--- src/iap_pkg.sv ---
// What this block does
// [RULE1] software selects write-enable mode code 110
// [RULE2] software sets unlock enable, same write allowed
// [RULE3] six key bytes compared in fixed order
// [RULE4] unlock starts roughly 300 us timeout window
// [RULE5] timeout or wrong byte aborts, clears enable
// [RULE6] correct key enables writes, sets flag
// [RULE7] clearing flag blocks writes until next unlock
// [RULE8] software erases page only after unlock
// [RULE9] erase page from high address plus top bits
// [RULE10] core stalls while write or read runs
// [RULE11] timer runs only during active unlock procedure
// [RULE12] mode codes: program, erase, read, reserved
// [RULE13] software writing one to flag does nothing
// [RULE14] data0 high write loads buffer, bumps address
// [RULE15] hardware clears write initiate when done
package iap_pkg;
	localparam logic [6:0] ADDR_CTRL = 7'h43;
	localparam logic [6:0] ADDR_RESETPAT = 7'h44;
	localparam logic [6:0] ADDR_BUFCLR = 7'h45;
	localparam logic [6:0] ADDR_ADDRLO = 7'h74;
	localparam logic [6:0] ADDR_ADDRHI = 7'h75;
	localparam logic [6:0] ADDR_D0L = 7'h76;
	localparam logic [6:0] ADDR_D0H = 7'h77;
	localparam logic [6:0] ADDR_D1L = 7'h78;
	localparam logic [6:0] ADDR_D1H = 7'h79;
	localparam logic [6:0] ADDR_D2L = 7'h7A;
	localparam logic [6:0] ADDR_D2H = 7'h7B;
	localparam logic [6:0] ADDR_D3L = 7'h7C;
	localparam logic [6:0] ADDR_D3H = 7'h7D;
	localparam int BIT_FLAG = 7;
	localparam int BIT_MODE = 4;
	localparam int BIT_UNLOCK = 3;
	localparam int BIT_WINIT = 2;
	localparam int BIT_RDEN = 1;
	localparam int BIT_RINIT = 0;
	localparam logic [2:0] MODE_PROGRAM = 3'h0;
	localparam logic [2:0] MODE_ERASE = 3'h1;
	localparam logic [2:0] MODE_READ = 3'h3;
	localparam logic [2:0] MODE_UNLOCK = 3'h6;
	localparam logic [7:0] RESET_VAL = 8'h00;
	localparam logic [7:0] KEY0 = 8'h00;
	localparam logic [7:0] KEY1 = 8'h04;
	localparam logic [7:0] KEY2 = 8'h0D;
	localparam logic [7:0] KEY3 = 8'h09;
	localparam logic [7:0] KEY4 = 8'hC3;
	localparam logic [7:0] KEY5 = 8'h40;
	localparam int TIMEOUT_US = 300;
	localparam int CLK_MHZ = 100;
	localparam int OSC_KHZ = 32;
	localparam int OSC_DIV = (CLK_MHZ * 1000) / OSC_KHZ;
	localparam int TIMEOUT_TICKS = (TIMEOUT_US * OSC_KHZ) / 1000;
	localparam int OP_CYCLES = 16;
	typedef struct packed {
		logic wr;
		logic rd;
		logic [6:0] addr;
		logic [7:0] wdata;
	} bus_s;
	typedef struct packed {
		logic start;
		logic erase;
		logic read;
		logic [15:0] addr;
	} flash_op_s;
endpackage

--- src/slow_tick.sv ---
`timescale 1ns/1ps
module slow_tick #(
	parameter int DIV = iap_pkg::OSC_DIV
) (
	// clock and reset
	input wire logic clk,
	input wire logic rstn,
	// one-cycle enable out
	output logic tick
);
	if (DIV < 2) begin : g_divCheck
		$error("slow_tick: DIV must be at least 2");
	end
	logic [$clog2(DIV)-1:0] cnt;
	wire wrapNow = (cnt == ($clog2(DIV))'(DIV - 1));
	always_ff @(posedge clk or negedge rstn) begin
		if (!rstn) begin
			cnt <= '0;
			tick <= 1'b0;
		end else begin
			cnt <= wrapNow ? '0 : cnt + 1'b1;
			tick <= wrapNow;
		end
	end
endmodule // slow_tick

--- src/iap_flash_write_unlock_erase.sv ---
`timescale 1ns/1ps
module iap_flash_write_unlock_erase #(
	parameter int ADDR_W = 16,
	parameter int PAGE_WORDS = 128,
	parameter int TIMEOUT = iap_pkg::TIMEOUT_TICKS,
	parameter int OP_LEN = iap_pkg::OP_CYCLES
) (
	// clock and reset
	input wire logic clk,
	input wire logic rstn,
	// data memory access from the core
	input wire iap_pkg::bus_s bus,
	output logic [7:0] rdata,
	// flash side
	output iap_pkg::flash_op_s flashOp,
	output logic [15:0] bufWord,
	output logic bufLoad,
	input wire logic opDone,
	// core control
	output logic coreStall,
	output logic writeEnabled
);
	localparam int PBITS = $clog2(PAGE_WORDS);
	if (PAGE_WORDS != 32 && PAGE_WORDS != 64 && PAGE_WORDS != 128) begin : g_pageCheck
		$error("PAGE_WORDS must be 32, 64 or 128");
	end
	if (ADDR_W < 13 || ADDR_W > 16) begin : g_addrCheck
		$error("ADDR_W must be 13..16");
	end
	if (TIMEOUT < 1 || TIMEOUT > 255) begin : g_timeoutCheck
		$error("TIMEOUT out of range");
	end
	if (OP_LEN < 1) begin : g_opLenCheck
		$error("OP_LEN must be at least 1");
	end

	typedef enum logic [1:0] {IDLE = 2'b00, KEYWAIT = 2'b01, BUSY = 2'b11} state_e;
	state_e state;
	logic [7:0] ctrl, addrLo, addrHi, d0l, d1l, d1h, d2l, d2h, d3l, d3h;
	logic [2:0] keyIdx;
	logic [7:0] toCnt;
	logic [$clog2(OP_LEN+1)-1:0] opCnt;
	logic tick;

	slow_tick u_tick (.clk(clk), .rstn(rstn), .tick(tick));

	wire wrCtrl = bus.wr && bus.addr == iap_pkg::ADDR_CTRL;
	wire wrD0H = bus.wr && bus.addr == iap_pkg::ADDR_D0H;
	wire [2:0] newMode = bus.wdata[iap_pkg::BIT_MODE +: 3];
	wire unlockReq = wrCtrl && bus.wdata[iap_pkg::BIT_UNLOCK]
		&& newMode == iap_pkg::MODE_UNLOCK; // [RULE1] [RULE2] [RULE11]
	wire keyWr = bus.wr && bus.addr >= iap_pkg::ADDR_D1L && bus.addr <= iap_pkg::ADDR_D3H;
	wire [2:0] keyPos = 3'(bus.addr - iap_pkg::ADDR_D1L);
	logic [7:0] keyExp;
	always_comb begin
		unique case (keyIdx)
			3'd0: keyExp = iap_pkg::KEY0;
			3'd1: keyExp = iap_pkg::KEY1;
			3'd2: keyExp = iap_pkg::KEY2;
			3'd3: keyExp = iap_pkg::KEY3;
			3'd4: keyExp = iap_pkg::KEY4;
			default: keyExp = iap_pkg::KEY5;
		endcase
	end
	// an out-of-order byte counts as wrong
	wire keyOk = keyPos == keyIdx && bus.wdata == keyExp; // [RULE3]
	wire keyBad = state == KEYWAIT && keyWr && !keyOk; // [RULE5]
	wire keyLast = state == KEYWAIT && keyWr && keyOk && keyIdx == 3'd5; // [RULE6]
	// first tick may land at once: window spans TIMEOUT-1 to TIMEOUT ticks
	wire timedOut = state == KEYWAIT && tick && toCnt == 8'(TIMEOUT - 1); // [RULE4] [RULE5]
	wire sw1Win = wrCtrl && bus.wdata[iap_pkg::BIT_WINIT];
	wire sw1Rin = wrCtrl && bus.wdata[iap_pkg::BIT_RINIT];
	// writes and erases need the unlock; reads never do
	wire opWrite = sw1Win && writeEnabled
		&& (newMode == iap_pkg::MODE_PROGRAM || newMode == iap_pkg::MODE_ERASE); // [RULE7] [RULE12]
	wire opRead = sw1Rin && bus.wdata[iap_pkg::BIT_RDEN]
		&& newMode == iap_pkg::MODE_READ; // [RULE12]
	wire opStart = state == IDLE && (opWrite || opRead);
	wire opEnd = state == BUSY && (opDone || opCnt == '0);
	wire [15:0] fullAddr = 16'({addrHi, addrLo});
	wire [15:0] addrMask = 16'((32'h1 << ADDR_W) - 1);
	wire [15:0] pageMask = 16'((32'h1 << PBITS) - 1);
	wire [15:0] pageAddr = fullAddr & addrMask & ~pageMask; // [RULE9]

	always_ff @(posedge clk or negedge rstn) begin
		if (!rstn) begin
			state <= IDLE;
			keyIdx <= '0;
			toCnt <= '0;
			opCnt <= '0;
		end else begin
			unique case (state)
				IDLE: begin
					keyIdx <= '0;
					toCnt <= '0;
					if (unlockReq) state <= KEYWAIT; // [RULE11]
					else if (opStart) begin
						state <= BUSY;
						opCnt <= ($bits(opCnt))'(OP_LEN);
					end
				end
				KEYWAIT: begin
					if (keyBad || keyLast || timedOut) state <= IDLE; // [RULE11]
					if (keyWr && keyOk) keyIdx <= keyIdx + 3'd1;
					if (tick) toCnt <= toCnt + 8'd1; // [RULE4]
				end
				BUSY: begin
					opCnt <= opCnt - 1'b1;
					if (opEnd) state <= IDLE;
				end
			endcase
		end
	end

	always_ff @(posedge clk or negedge rstn) begin
		if (!rstn) begin
			ctrl <= iap_pkg::RESET_VAL;
		end else begin
			if (wrCtrl) begin
				ctrl[6:0] <= bus.wdata[6:0];
				// only a clear reaches the flag from software
				if (!bus.wdata[iap_pkg::BIT_FLAG]) ctrl[iap_pkg::BIT_FLAG] <= 1'b0; // [RULE13] [RULE7]
				if (!opStart) begin
					ctrl[iap_pkg::BIT_WINIT] <= 1'b0;
					ctrl[iap_pkg::BIT_RINIT] <= 1'b0;
				end
			end
			if (keyBad || timedOut) ctrl[iap_pkg::BIT_UNLOCK] <= 1'b0; // [RULE5]
			if (keyLast) begin
				ctrl[iap_pkg::BIT_UNLOCK] <= 1'b0; // [RULE6]
				ctrl[iap_pkg::BIT_FLAG] <= 1'b1; // [RULE6]
			end
			if (opEnd) begin
				ctrl[iap_pkg::BIT_WINIT] <= 1'b0; // [RULE15]
				ctrl[iap_pkg::BIT_RINIT] <= 1'b0;
			end
		end
	end

	always_ff @(posedge clk or negedge rstn) begin
		if (!rstn) begin
			{addrLo, addrHi, d0l, d1l, d1h, d2l, d2h, d3l, d3h} <= '0;
		end else if (bus.wr) begin
			if (bus.addr == iap_pkg::ADDR_ADDRLO) addrLo <= bus.wdata;
			if (bus.addr == iap_pkg::ADDR_ADDRHI) addrHi <= bus.wdata & addrMask[15:8];
			if (bus.addr == iap_pkg::ADDR_D0L) d0l <= bus.wdata;
			if (bus.addr == iap_pkg::ADDR_D1L) d1l <= bus.wdata;
			if (bus.addr == iap_pkg::ADDR_D1H) d1h <= bus.wdata;
			if (bus.addr == iap_pkg::ADDR_D2L) d2l <= bus.wdata;
			if (bus.addr == iap_pkg::ADDR_D2H) d2h <= bus.wdata;
			if (bus.addr == iap_pkg::ADDR_D3L) d3l <= bus.wdata;
			if (bus.addr == iap_pkg::ADDR_D3H) d3h <= bus.wdata;
			if (wrD0H) {addrHi, addrLo} <= (fullAddr + 16'd1) & addrMask; // [RULE14]
		end
	end

	logic [7:0] next_rdata;
	always_comb begin
		unique case (bus.addr)
			iap_pkg::ADDR_CTRL: next_rdata = ctrl;
			iap_pkg::ADDR_ADDRLO: next_rdata = addrLo;
			iap_pkg::ADDR_ADDRHI: next_rdata = addrHi;
			iap_pkg::ADDR_D0L: next_rdata = d0l;
			iap_pkg::ADDR_D1L: next_rdata = d1l;
			iap_pkg::ADDR_D1H: next_rdata = d1h;
			iap_pkg::ADDR_D2L: next_rdata = d2l;
			iap_pkg::ADDR_D2H: next_rdata = d2h;
			iap_pkg::ADDR_D3L: next_rdata = d3l;
			iap_pkg::ADDR_D3H: next_rdata = d3h;
			default: next_rdata = 8'h00;
		endcase
	end

	always_ff @(posedge clk or negedge rstn) begin
		if (!rstn) begin
			rdata <= 8'h00;
			flashOp <= '0;
			bufWord <= 16'h0000;
			bufLoad <= 1'b0;
			coreStall <= 1'b0;
			writeEnabled <= 1'b0;
		end else begin
			rdata <= bus.rd ? next_rdata : 8'h00;
			flashOp.start <= opStart;
			flashOp.erase <= opStart && newMode == iap_pkg::MODE_ERASE;
			flashOp.read <= opStart && opRead;
			flashOp.addr <= (newMode == iap_pkg::MODE_ERASE) ? pageAddr : fullAddr; // [RULE9]
			bufLoad <= wrD0H; // [RULE14]
			if (wrD0H) bufWord <= {bus.wdata, d0l};
			coreStall <= (opStart || state == BUSY) && !opEnd; // [RULE10]
			writeEnabled <= (keyLast || ctrl[iap_pkg::BIT_FLAG])
				&& !(wrCtrl && !bus.wdata[iap_pkg::BIT_FLAG] && !keyLast);
		end
	end

	AST_STALL: assert property (@(posedge clk) disable iff (!rstn) // [RULE10]
		opStart |=> coreStall) else $error("no stall on op start");
	AST_UNLOCK_OK: assert property (@(posedge clk) disable iff (!rstn) // [RULE6]
		keyLast |=> ctrl[7] && !ctrl[3] ##1 writeEnabled) else $error("unlock failed");
	AST_ABORT: assert property (@(posedge clk) disable iff (!rstn) // [RULE5]
		keyBad |=> !ctrl[3] && state == IDLE) else $error("bad key not aborted");
	AST_TIMEOUT: assert property (@(posedge clk) disable iff (!rstn) // [RULE4] [RULE5]
		timedOut |=> !ctrl[3] && state == IDLE) else $error("timeout not aborted");
	AST_NOWRITE: assert property (@(posedge clk) disable iff (!rstn) // [RULE7]
		opStart && !opRead |-> ctrl[7]) else $error("write while locked");
	AST_RELOCK: assert property (@(posedge clk) disable iff (!rstn) // [RULE7]
		wrCtrl && !bus.wdata[7] |=> !ctrl[7] && !writeEnabled) else $error("flag kept");
	AST_SWSET: assert property (@(posedge clk) disable iff (!rstn) // [RULE13]
		wrCtrl && !keyLast && !ctrl[7] |=> !ctrl[7]) else $error("sw set flag");
	AST_BUMP: assert property (@(posedge clk) disable iff (!rstn) // [RULE14]
		wrD0H && fullAddr != addrMask |=> {addrHi, addrLo} == $past(fullAddr) + 16'h0001)
		else $error("address not bumped");
	AST_WINIT_CLR: assert property (@(posedge clk) disable iff (!rstn) // [RULE15]
		opEnd |=> !ctrl[2] && !ctrl[0]) else $error("initiate not cleared");
	AST_TIMER_IDLE: assert property (@(posedge clk) disable iff (!rstn) // [RULE11]
		state != KEYWAIT |=> toCnt == 8'h00 || state == KEYWAIT) else $error("timer ran");
	AST_PAGE: assert property (@(posedge clk) disable iff (!rstn) // [RULE9]
		flashOp.erase |-> (flashOp.addr & pageMask) == 16'h0000)
		else $error("page bits set");
	COV_UNLOCK: cover property (@(posedge clk) disable iff (!rstn) keyLast);
	COV_TIMEOUT: cover property (@(posedge clk) disable iff (!rstn) timedOut);
	COV_BADKEY: cover property (@(posedge clk) disable iff (!rstn) keyBad);
	COV_ERASE: cover property (@(posedge clk) disable iff (!rstn) flashOp.erase);
	COV_READ: cover property (@(posedge clk) disable iff (!rstn) flashOp.read);
endmodule // iap_flash_write_unlock_erase

--- config.mk ---
export PLATFORM = sky130hd
export DESIGN_NAME = iap_flash_write_unlock_erase
export DESIGN_NICKNAME = d
export VERILOG_FILES = /design/src/iap_pkg.sv /design/src/slow_tick.sv /design/src/iap_flash_write_unlock_erase.sv
export SDC_FILE = /design/constraint.sdc
export NUM_CORES = 1
export LEC_CHECK = 0
export ABC_AREA = 1
export BUFFER_PORTS_ARGS = -buffer_cell sky130_fd_sc_hd__buf_2
export CAP_MARGIN = 20
export CORE_ASPECT_RATIO = 0.7
export CORE_UTILIZATION = 45
export CTS_CLUSTER_DIAMETER = 50
export DETAILED_ROUTE_END_ITERATION = 8
export PLACE_DENSITY_LB_ADDON = 0.2
export SYNTH_ARGS = -nofsm -noshare
export SYNTH_HDL_FRONTEND = slang
export SYNTH_SLANG_ARGS = --single-unit
--- constraint.sdc ---
create_clock -name clk -period 1.7 [get_ports clk]
set_input_delay 0.085 -clock clk [delete_from_list [all_inputs] [get_ports clk]]
set_output_delay 0.085 -clock clk [all_outputs]
set_load 0.01 [all_outputs]
Yosys cells after proc, flatten, opt, wreduce, memory -nomap -nowiden. Index checks and enable logic that the tools add are counted. W data, S select, Z words.

Register bits: 157. Input port bits: 20. Output and inout bits: 46. Word-level logic and storage cells: 165.

Add/sub/neg operators: 6. Order comparisons: 2. Equality and inequality tests: 33. Multiplexer cells: 30. Reduce and logical (&&, ||, !) cells: 66.

Operator list (number): $pmux W8 S10 (1); $eq A7 B7 Y1 const B (11); $mux W8 (7); $pmux W8 S5 (1); $logic_and A1 B1 Y1 (28); $reduce_and A2 Y1 (12); $add A16 B1 Y16 const B (1); $pmux W8 S2 (1); $add A12 B1 Y12 const B (1); $eq A12 B12 Y1 const B (1); $mux W12 (1); $reduce_bool A2 Y1 (6); $mux W5 (2); $pmux W5 S2 (1); $eq A3 B2 Y1 const B (3); $eq A3 B3 Y1 const B (3); $add A8 B1 Y8 const B (1); $eq A8 B4 Y1 const B (1); $eq A8 B8 Y1 (1); $logic_or A1 B1 Y1 (8); $mux W1 (8); $mux W2 (4); $ne A2 B1 Y1 const B (4); $ge A7 B7 Y1 const B (1); 20 further kinds (29).

Longest topological paths before layout.
Word-level depth: 11. Mapped depth: 14.

By module. Synthesis repeated with hierarchy kept, for this count alone.

Cells, all modules: 867. Area, all modules: 7448.4 um^2.

By module, submodules not included: iap_flash_write_unlock_erase (times used 1, cells an instance 779, area each 6712.7 um^2, seq. area each 3603.5 um^2); slow_tick (times used 1, cells an instance 88, area each 735.7 um^2, seq. area each 325.3 um^2).

Worst setup path before layout. OpenSTA, ideal clock, no wires.

Path kind: reg-to-reg. From: register keyIdx[0]. To: register state[0]. Setup time: 0.132 ns. Data arrival time: 1.717 ns. Setup slack: -0.149 ns. Cell stages (with the launch flop): 13. Cells stage by stage: dfrtp_1 -> ha_1 -> ha_1 -> inv_1 -> nand2_1 -> nand2_1 -> nand2_1 -> nor2_1 -> nand2_1 -> nor2_1 -> nand3_1 -> nand4_1 -> o211ai_1.

Longest elaborated chain between the ends: 10. Elaborated cells between the ends (all ways): 18. Classes of those cells: eq/ne: 8; mux: 1; reduce/logical: 9.

RTL lines: start, declared (line iap_flash_write_unlock_erase.sv:40) `logic [2:0] keyIdx;`; start signal, assigned (line iap_flash_write_unlock_erase.sv:104) `if (keyWr && keyOk) keyIdx <= keyIdx + 3'd1;`; $eq A3 B3 Y1, or another cell as far along (line iap_flash_write_unlock_erase.sv:56) `unique case (keyIdx)`; $pmux W8 S5 (line iap_flash_write_unlock_erase.sv:56); $eq A8 B8 Y1 (line iap_flash_write_unlock_erase.sv:66) `wire keyOk = keyPos == keyIdx && bus.wdata == keyExp;`; $logic_and A1 B1 Y1 (line iap_flash_write_unlock_erase.sv:66); $logic_not A1 Y1 or $logic_and A1 B1 Y1 (tied branches) (line iap_flash_write_unlock_erase.sv:67, iap_flash_write_unlock_erase.sv:68); $logic_and A1 B1 Y1, on equally long branches (line iap_flash_write_unlock_erase.sv:67, iap_flash_write_unlock_erase.sv:68); $logic_or A1 B1 Y1 * (2 in series) (line iap_flash_write_unlock_erase.sv:103) `if (keyBad || keyLast || timedOut) state <= IDLE;`; $ne A2 B1 Y1 (no source line) *; $reduce_and A3 Y1 (no source line) *; end signal, assigned (line iap_flash_write_unlock_erase.sv:98) `state <= BUSY;`; end signal, assigned (line iap_flash_write_unlock_erase.sv:103); end signal, assigned (line iap_flash_write_unlock_erase.sv:109) `if (opEnd) state <= IDLE;`; end, declared (line iap_flash_write_unlock_erase.sv:38) `state_e state;`.

Mark *: on every way between the ends. The rest lies on a longest branch, timed or not. A chain may end at the register's enable or synchronous reset.

Worst setup path after layout.
From: register keyIdx[1]. To: register state[0].

Same word-level chain as after synthesis.

==> reports/qor_table.md <==
| Group | Item | Reported |
| --- | --- | --- |
| floorplan | Number of primary I/O pins | 66 |
| drt | Number of DRC markers after the initial detailed-route iteration | 507 |
| critical path | R2r worst-path depth | 12 |
| final layout | Share of cells above drive strength 1 | 21.9% |
| synthesis | EDFF count, synth | 0 |
| final layout | Count of placed standard cells in the final layout, fillers left out | 1273 |
| final layout | Filler cell count | 1378 |
| synthesis | Async set or reset register ratio after synthesis | 100% |
| final layout | Storage cell area | 3930 sq um |
| power | Overall power consumption | 0.00952 W |
| sta | Worst hold slack after final layout | 0.0289 ns |
| cts | Clock buffer count from CTS | 17 |
| sta | Tightest slew margin relative to the limit | 65.6% |
| run | Max-cap violations | 0 |
| synthesis | Top FF cell, synth | sky130_fd_sc_hd__dfrtp_1 |
| drt | Antenna viol nets, final | 0 |
| sta | Post-layout min period | 1.87 ns |
| run status | Run status | finished with violations |
| drt | Total number of vias | 6440 |
| sta | Least-Margin Pin Slew | 0.514 ns |
| critical path | Worst Setup Path Type | flip-flop to flip-flop |
| cts | Root buffer selected by CTS | sky130_fd_sc_hd__clkbuf_16 |
| synthesis | Flip-flop and latch count after synthesis | 157 |
| critical path | Flop-to-flop setup slack | -0.17 ns |
| place | Final weighted congestion in routability-driven placement | 0.867 |
| global route | Largest net degree at the start of global routing | 51 |
| run status | Failing checks | negative setup slack |
| synthesis | Synth Cell Area | 7340 sq um |
| critical path | Type of destination of the critical path | flip-flop |
| sta | Final worst-path cycle share | 110% |
| sta | Setup repair after global routing missed its margin | yes |
| sta | Worst-case clock skew | 0.0108 ns |
| floorplan | Overall die area | 16800 sq um |
| final layout | Final Net Count | 1072 |
| critical path | Data arrival time of the critical path | 2.18 ns |
| critical path | Dominant cell type by count on the critical path | sky130_fd_sc_hd__nand2_2 |
| floorplan | Horiz. Die Dim | 155 um |
| hold path | Cell count of the worst hold path | 4 |
| global route | Global-route congestion overflow total | 0 |
| power | Maximum resistive drop on vdd | 632 uV |
| sta | Total of endpoints with negative setup slack in the final report | 10 |
| power | Part of the total power dissipated in sequential elements | 44.9% |
| final layout | Multi-input gate area | 3070 sq um |
| synthesis | Number of instances in the synthesized netlist | 891 |
| final layout | Area growth syn-to-layout | 26.8% |
| cts | Clock edge transition at the registers on the reported setup and hold paths | 0.06 ns |
| place | Final HPWL from detailed placement | 14.0 mm |
| critical path | Worst endpoint required time | 2.01 ns |
| floorplan | Standard-cell row count | 38 |
| sta | Final hold vios | 0 |
| power | Clock Power Share | 41.7% |
| cts | Sinks on the clock net | 157 |
| sta | Minimum setup slack in the final design | -0.172 ns |
| critical path | Crit Path Max Fanout | 5 |
| critical path | Highest-delay cell along the critical path | sky130_fd_sc_hd__dfrtp_1 |
| place | Placed cells | 1227 |
| synthesis | Yosys synthesis warning count | 0 |
| drt | Detailed Routing Iterations Pass 1 | 6 |
| critical path | Worst setup SP type | flip-flop |
| global route | Global-route usage over all layers | 24.0% |
| sta | Pins Over Slew Limit | 0 |
| sta | Setup TNS | -1.20 ns |
| cts | Source-to-sink clock delay at the later pin of the worst-skew pair | 0.43 ns |
| power | Leakage power of the design | 4.75 nW |
| power | Fraction of power spent switching nets | 27.1% |
| cts | CTS H-Tree Depth | 4 |
| hold path | Class of the tightest hold or removal check | input pin to flip-flop |
| synthesis | Number of unique standard cell types used by synthesis | 38 |
| power | Share of total power in combinational logic | 13.4% |
| drt | Per-cell via count in the routed design | 5.06 |
| floorplan | Initial cell density of the core | 46.6% |
| place | IO buf count | 65 |
| synthesis | Net count after synthesis | 923 |
| critical path | Critical-path cell list | ha_2 > ha_4 > inv_4 > nand2_4 > nand2_2 > nand2_2 > nor2_2 > nand2_2 > nor2_4 > nand3_2 > nand4_1 > o211ai_1 |
| cts | Largest buffer count on any clock path | 2 |
| global route | Global-route wire length before repair | 30.5 mm |
| floorplan | Core area | 15700 sq um |
| global route | Via count of the first global-routing pass | 5887 |
| drt | Sum of routed wire length over all layers | 19.3 mm |
| power | Sw power | 0.00258 W |
| power | Pwr per Cell Area | 1020 nW/um^2 |
| global route | Initial antenna violation count | 2 |
| synthesis | Sequential fraction of the synthesis area | 53.5% |
| power | Internal power of the cells | 0.00694 W |
| place | Worst-case setup slack after placement | -0.165 ns |
| synthesis | Syn avg cell area | 8.24 sq um |
| drt | Post-detailed-route wirelength per cell | 15.1 um |
| drt | Post-route DRC violation count | 0 |
| sta | Highest achievable clock rate | 0.534 GHz |
| critical path | Critical Path Max Stage Delay | 0.44 ns |
| floorplan | Floorplan die height | 109 um |
| cts | TritonCTS clock tree | built |
-- layer usage --
metal | vias to the layer above | part of all wire [%] | track usage, %
met5 | - | 0.062 | 0
met4 | 2 | 1.3 | 7.21
met3 | 21 | 7.8 | 7.15
met2 | 212 | 43 | 35.3
met1 | 3006 | 48 | 34.0
li1 | 3199 | - | -
-- critical path: cells and delay by family, from the launching register on --
kind	cells	cell delay, ns
buf+inv	1	0.07
flops	1	0.44
fa+ha+maj	2	0.38
compound gates	1	0.10
simple gates	8	0.77
-- final timing paths --
| kind | start | end |
|---|---|---|
| min in group asynchronous | rstn | bufWord[13] |
| max in group asynchronous | rstn | flashOp[4] |
| min reg2reg | addrHi[6] | flashOp[14] |
| max reg2reg | keyIdx[1] | state[0] |
| min | bus[5] | flashOp[17] |
| max | keyIdx[1] | state[0] |
-- kinds of logic (layout without fill, tap and decap cells) --
| kind of cell | count (synthesis) | after routing | synth area share (%) |
|---|---|---|---|
| other cells | 0 | 1 | 0 |
| xor+xnor | 10 | 10 | 1.19 |
| fa+ha+maj | 12 | 12 | 2.05 |
| flops | 157 | 157 | 53.5 |
| simple gates | 415 | 415 | 23.6 |
| buf+inv | 128 | 289 | 6.72 |
| compound gates | 169 | 169 | 12.9 |
-- power groups by stage --
stage,registers [W],logic (W),clock network [W]
2_1_floorplan,0.00433,0.000649,0
3_3_place_gp,0.00433,0.00120,0
3_5_place_dp,0.00433,0.00122,0
4_1_cts,0.00427,0.00127,0.00401
5_1_grt,0.00431,0.00145,0.00418
6_report,0.00427,0.00128,0.00397
-- sequential cells by signal (all words and copies together) (netlist names), 3 cells and up --
register / cells
d2l: 8
d1h: 8
addrLo: 8
d0l: 8
addrHi: 8
rdata: 8
bufWord: 16
d3l: 8
ctrl: 8
d2h: 8
keyIdx: 3
d3h: 8
flashOp: 19
opCnt: 5
u_tick.cnt: 12
toCnt: 8
d1l: 8
-- synthesized netlist by cell type, types with 3 or more instances --
library cell,count,share of area (%)
sky130_fd_sc_hd__xor2_1,6,0.72
sky130_fd_sc_hd__nor3_1,14,0.95
sky130_fd_sc_hd__a21oi_1,16,1.1
sky130_fd_sc_hd__nor2_4,3,0.46
sky130_fd_sc_hd__nor2_1,76,3.9
sky130_fd_sc_hd__ha_1,12,2.0
sky130_fd_sc_hd__inv_1,104,5.3
sky130_fd_sc_hd__o31ai_1,3,0.31
sky130_fd_sc_hd__a32o_1,7,0.95
sky130_fd_sc_hd__dfrtp_1,157,54
sky130_fd_sc_hd__o21ai_0,100,6.8
sky130_fd_sc_hd__o21ai_1,17,1.2
sky130_fd_sc_hd__nand4_1,10,0.85
sky130_fd_sc_hd__nor4_1,6,0.51
sky130_fd_sc_hd__nand3_1,36,2.5
sky130_fd_sc_hd__clkbuf_1,12,0.61
sky130_fd_sc_hd__a32oi_1,3,0.36
sky130_fd_sc_hd__nand2_1,259,13
sky130_fd_sc_hd__nand2_2,3,0.26
sky130_fd_sc_hd__xnor2_1,4,0.48
sky130_fd_sc_hd__inv_2,6,0.31
sky130_fd_sc_hd__a31oi_1,5,0.43
sky130_fd_sc_hd__o22ai_1,11,0.94
sky130_fd_sc_hd__buf_2,4,0.27
-- area by class of cell --
type | instances | share of cell area [%]
sequential | 157 | 42.2
multi-input combinational | 606 | 33.0
timing repair buffer | 148 | 10.7
clock buffer | 19 | 4.87
inverter | 110 | 4.46
tap | 220 | 2.96
clock inverter | 12 | 1.75
antenna | 1 | 0.0269
-- repair_timing --
item / CTS / global route
pin swaps: 11 / 18
endpoints found under the setup margin: 11 / 15
resized for setup: 20 / 24
endpoints found under the hold margin: 137 / 0
setup buffers: 4 / 5
hold buffers: 5 / 0
-- through the flow --
stage,instance area (sq um),utilization (%)
after detailed placement,8440,53.6
final,9310,59.1
after global routing,9310,59.1
after global placement,8440,53.6
after floorplan,7370,-
after CTS,9200,58.5
-- cells in the final DEF (no fill, tap or decap), types with 3 or more instances in the layout --
| master | n |
|---|---|
| sky130_fd_sc_hd__nand2_1 | 251 |
| sky130_fd_sc_hd__dfrtp_1 | 157 |
| sky130_fd_sc_hd__inv_1 | 101 |
| sky130_fd_sc_hd__o21ai_0 | 93 |
| sky130_fd_sc_hd__buf_4 | 74 |
| sky130_fd_sc_hd__nor2_1 | 68 |
| sky130_fd_sc_hd__buf_2 | 64 |
| sky130_fd_sc_hd__nand3_1 | 31 |
| sky130_fd_sc_hd__o21ai_1 | 24 |
| sky130_fd_sc_hd__clkbuf_16 | 17 |
| sky130_fd_sc_hd__a21oi_1 | 13 |
| sky130_fd_sc_hd__o22ai_1 | 11 |
| sky130_fd_sc_hd__nor3_1 | 10 |
| sky130_fd_sc_hd__nand2_2 | 10 |
| sky130_fd_sc_hd__nand4_1 | 10 |
| sky130_fd_sc_hd__nor2_2 | 8 |
| sky130_fd_sc_hd__inv_2 | 8 |
| sky130_fd_sc_hd__a32o_1 | 7 |
| sky130_fd_sc_hd__ha_1 | 7 |
| sky130_fd_sc_hd__xor2_1 | 6 |
| sky130_fd_sc_hd__nor4_1 | 6 |
| sky130_fd_sc_hd__nor3_2 | 6 |
| sky130_fd_sc_hd__nand3_2 | 6 |
| sky130_fd_sc_hd__a31oi_1 | 5 |
| sky130_fd_sc_hd__nor2_4 | 5 |
| sky130_fd_sc_hd__dlygate4sd3_1 | 5 |
| sky130_fd_sc_hd__xnor2_1 | 4 |
| sky130_fd_sc_hd__clkinvlp_4 | 4 |
| sky130_fd_sc_hd__o31ai_1 | 3 |
| sky130_fd_sc_hd__a32oi_1 | 3 |
| sky130_fd_sc_hd__ha_2 | 3 |
| sky130_fd_sc_hd__bufinv_16 | 3 |
| sky130_fd_sc_hd__buf_6 | 3 |
No activity file was read; power rests on OpenSTA's default activity.
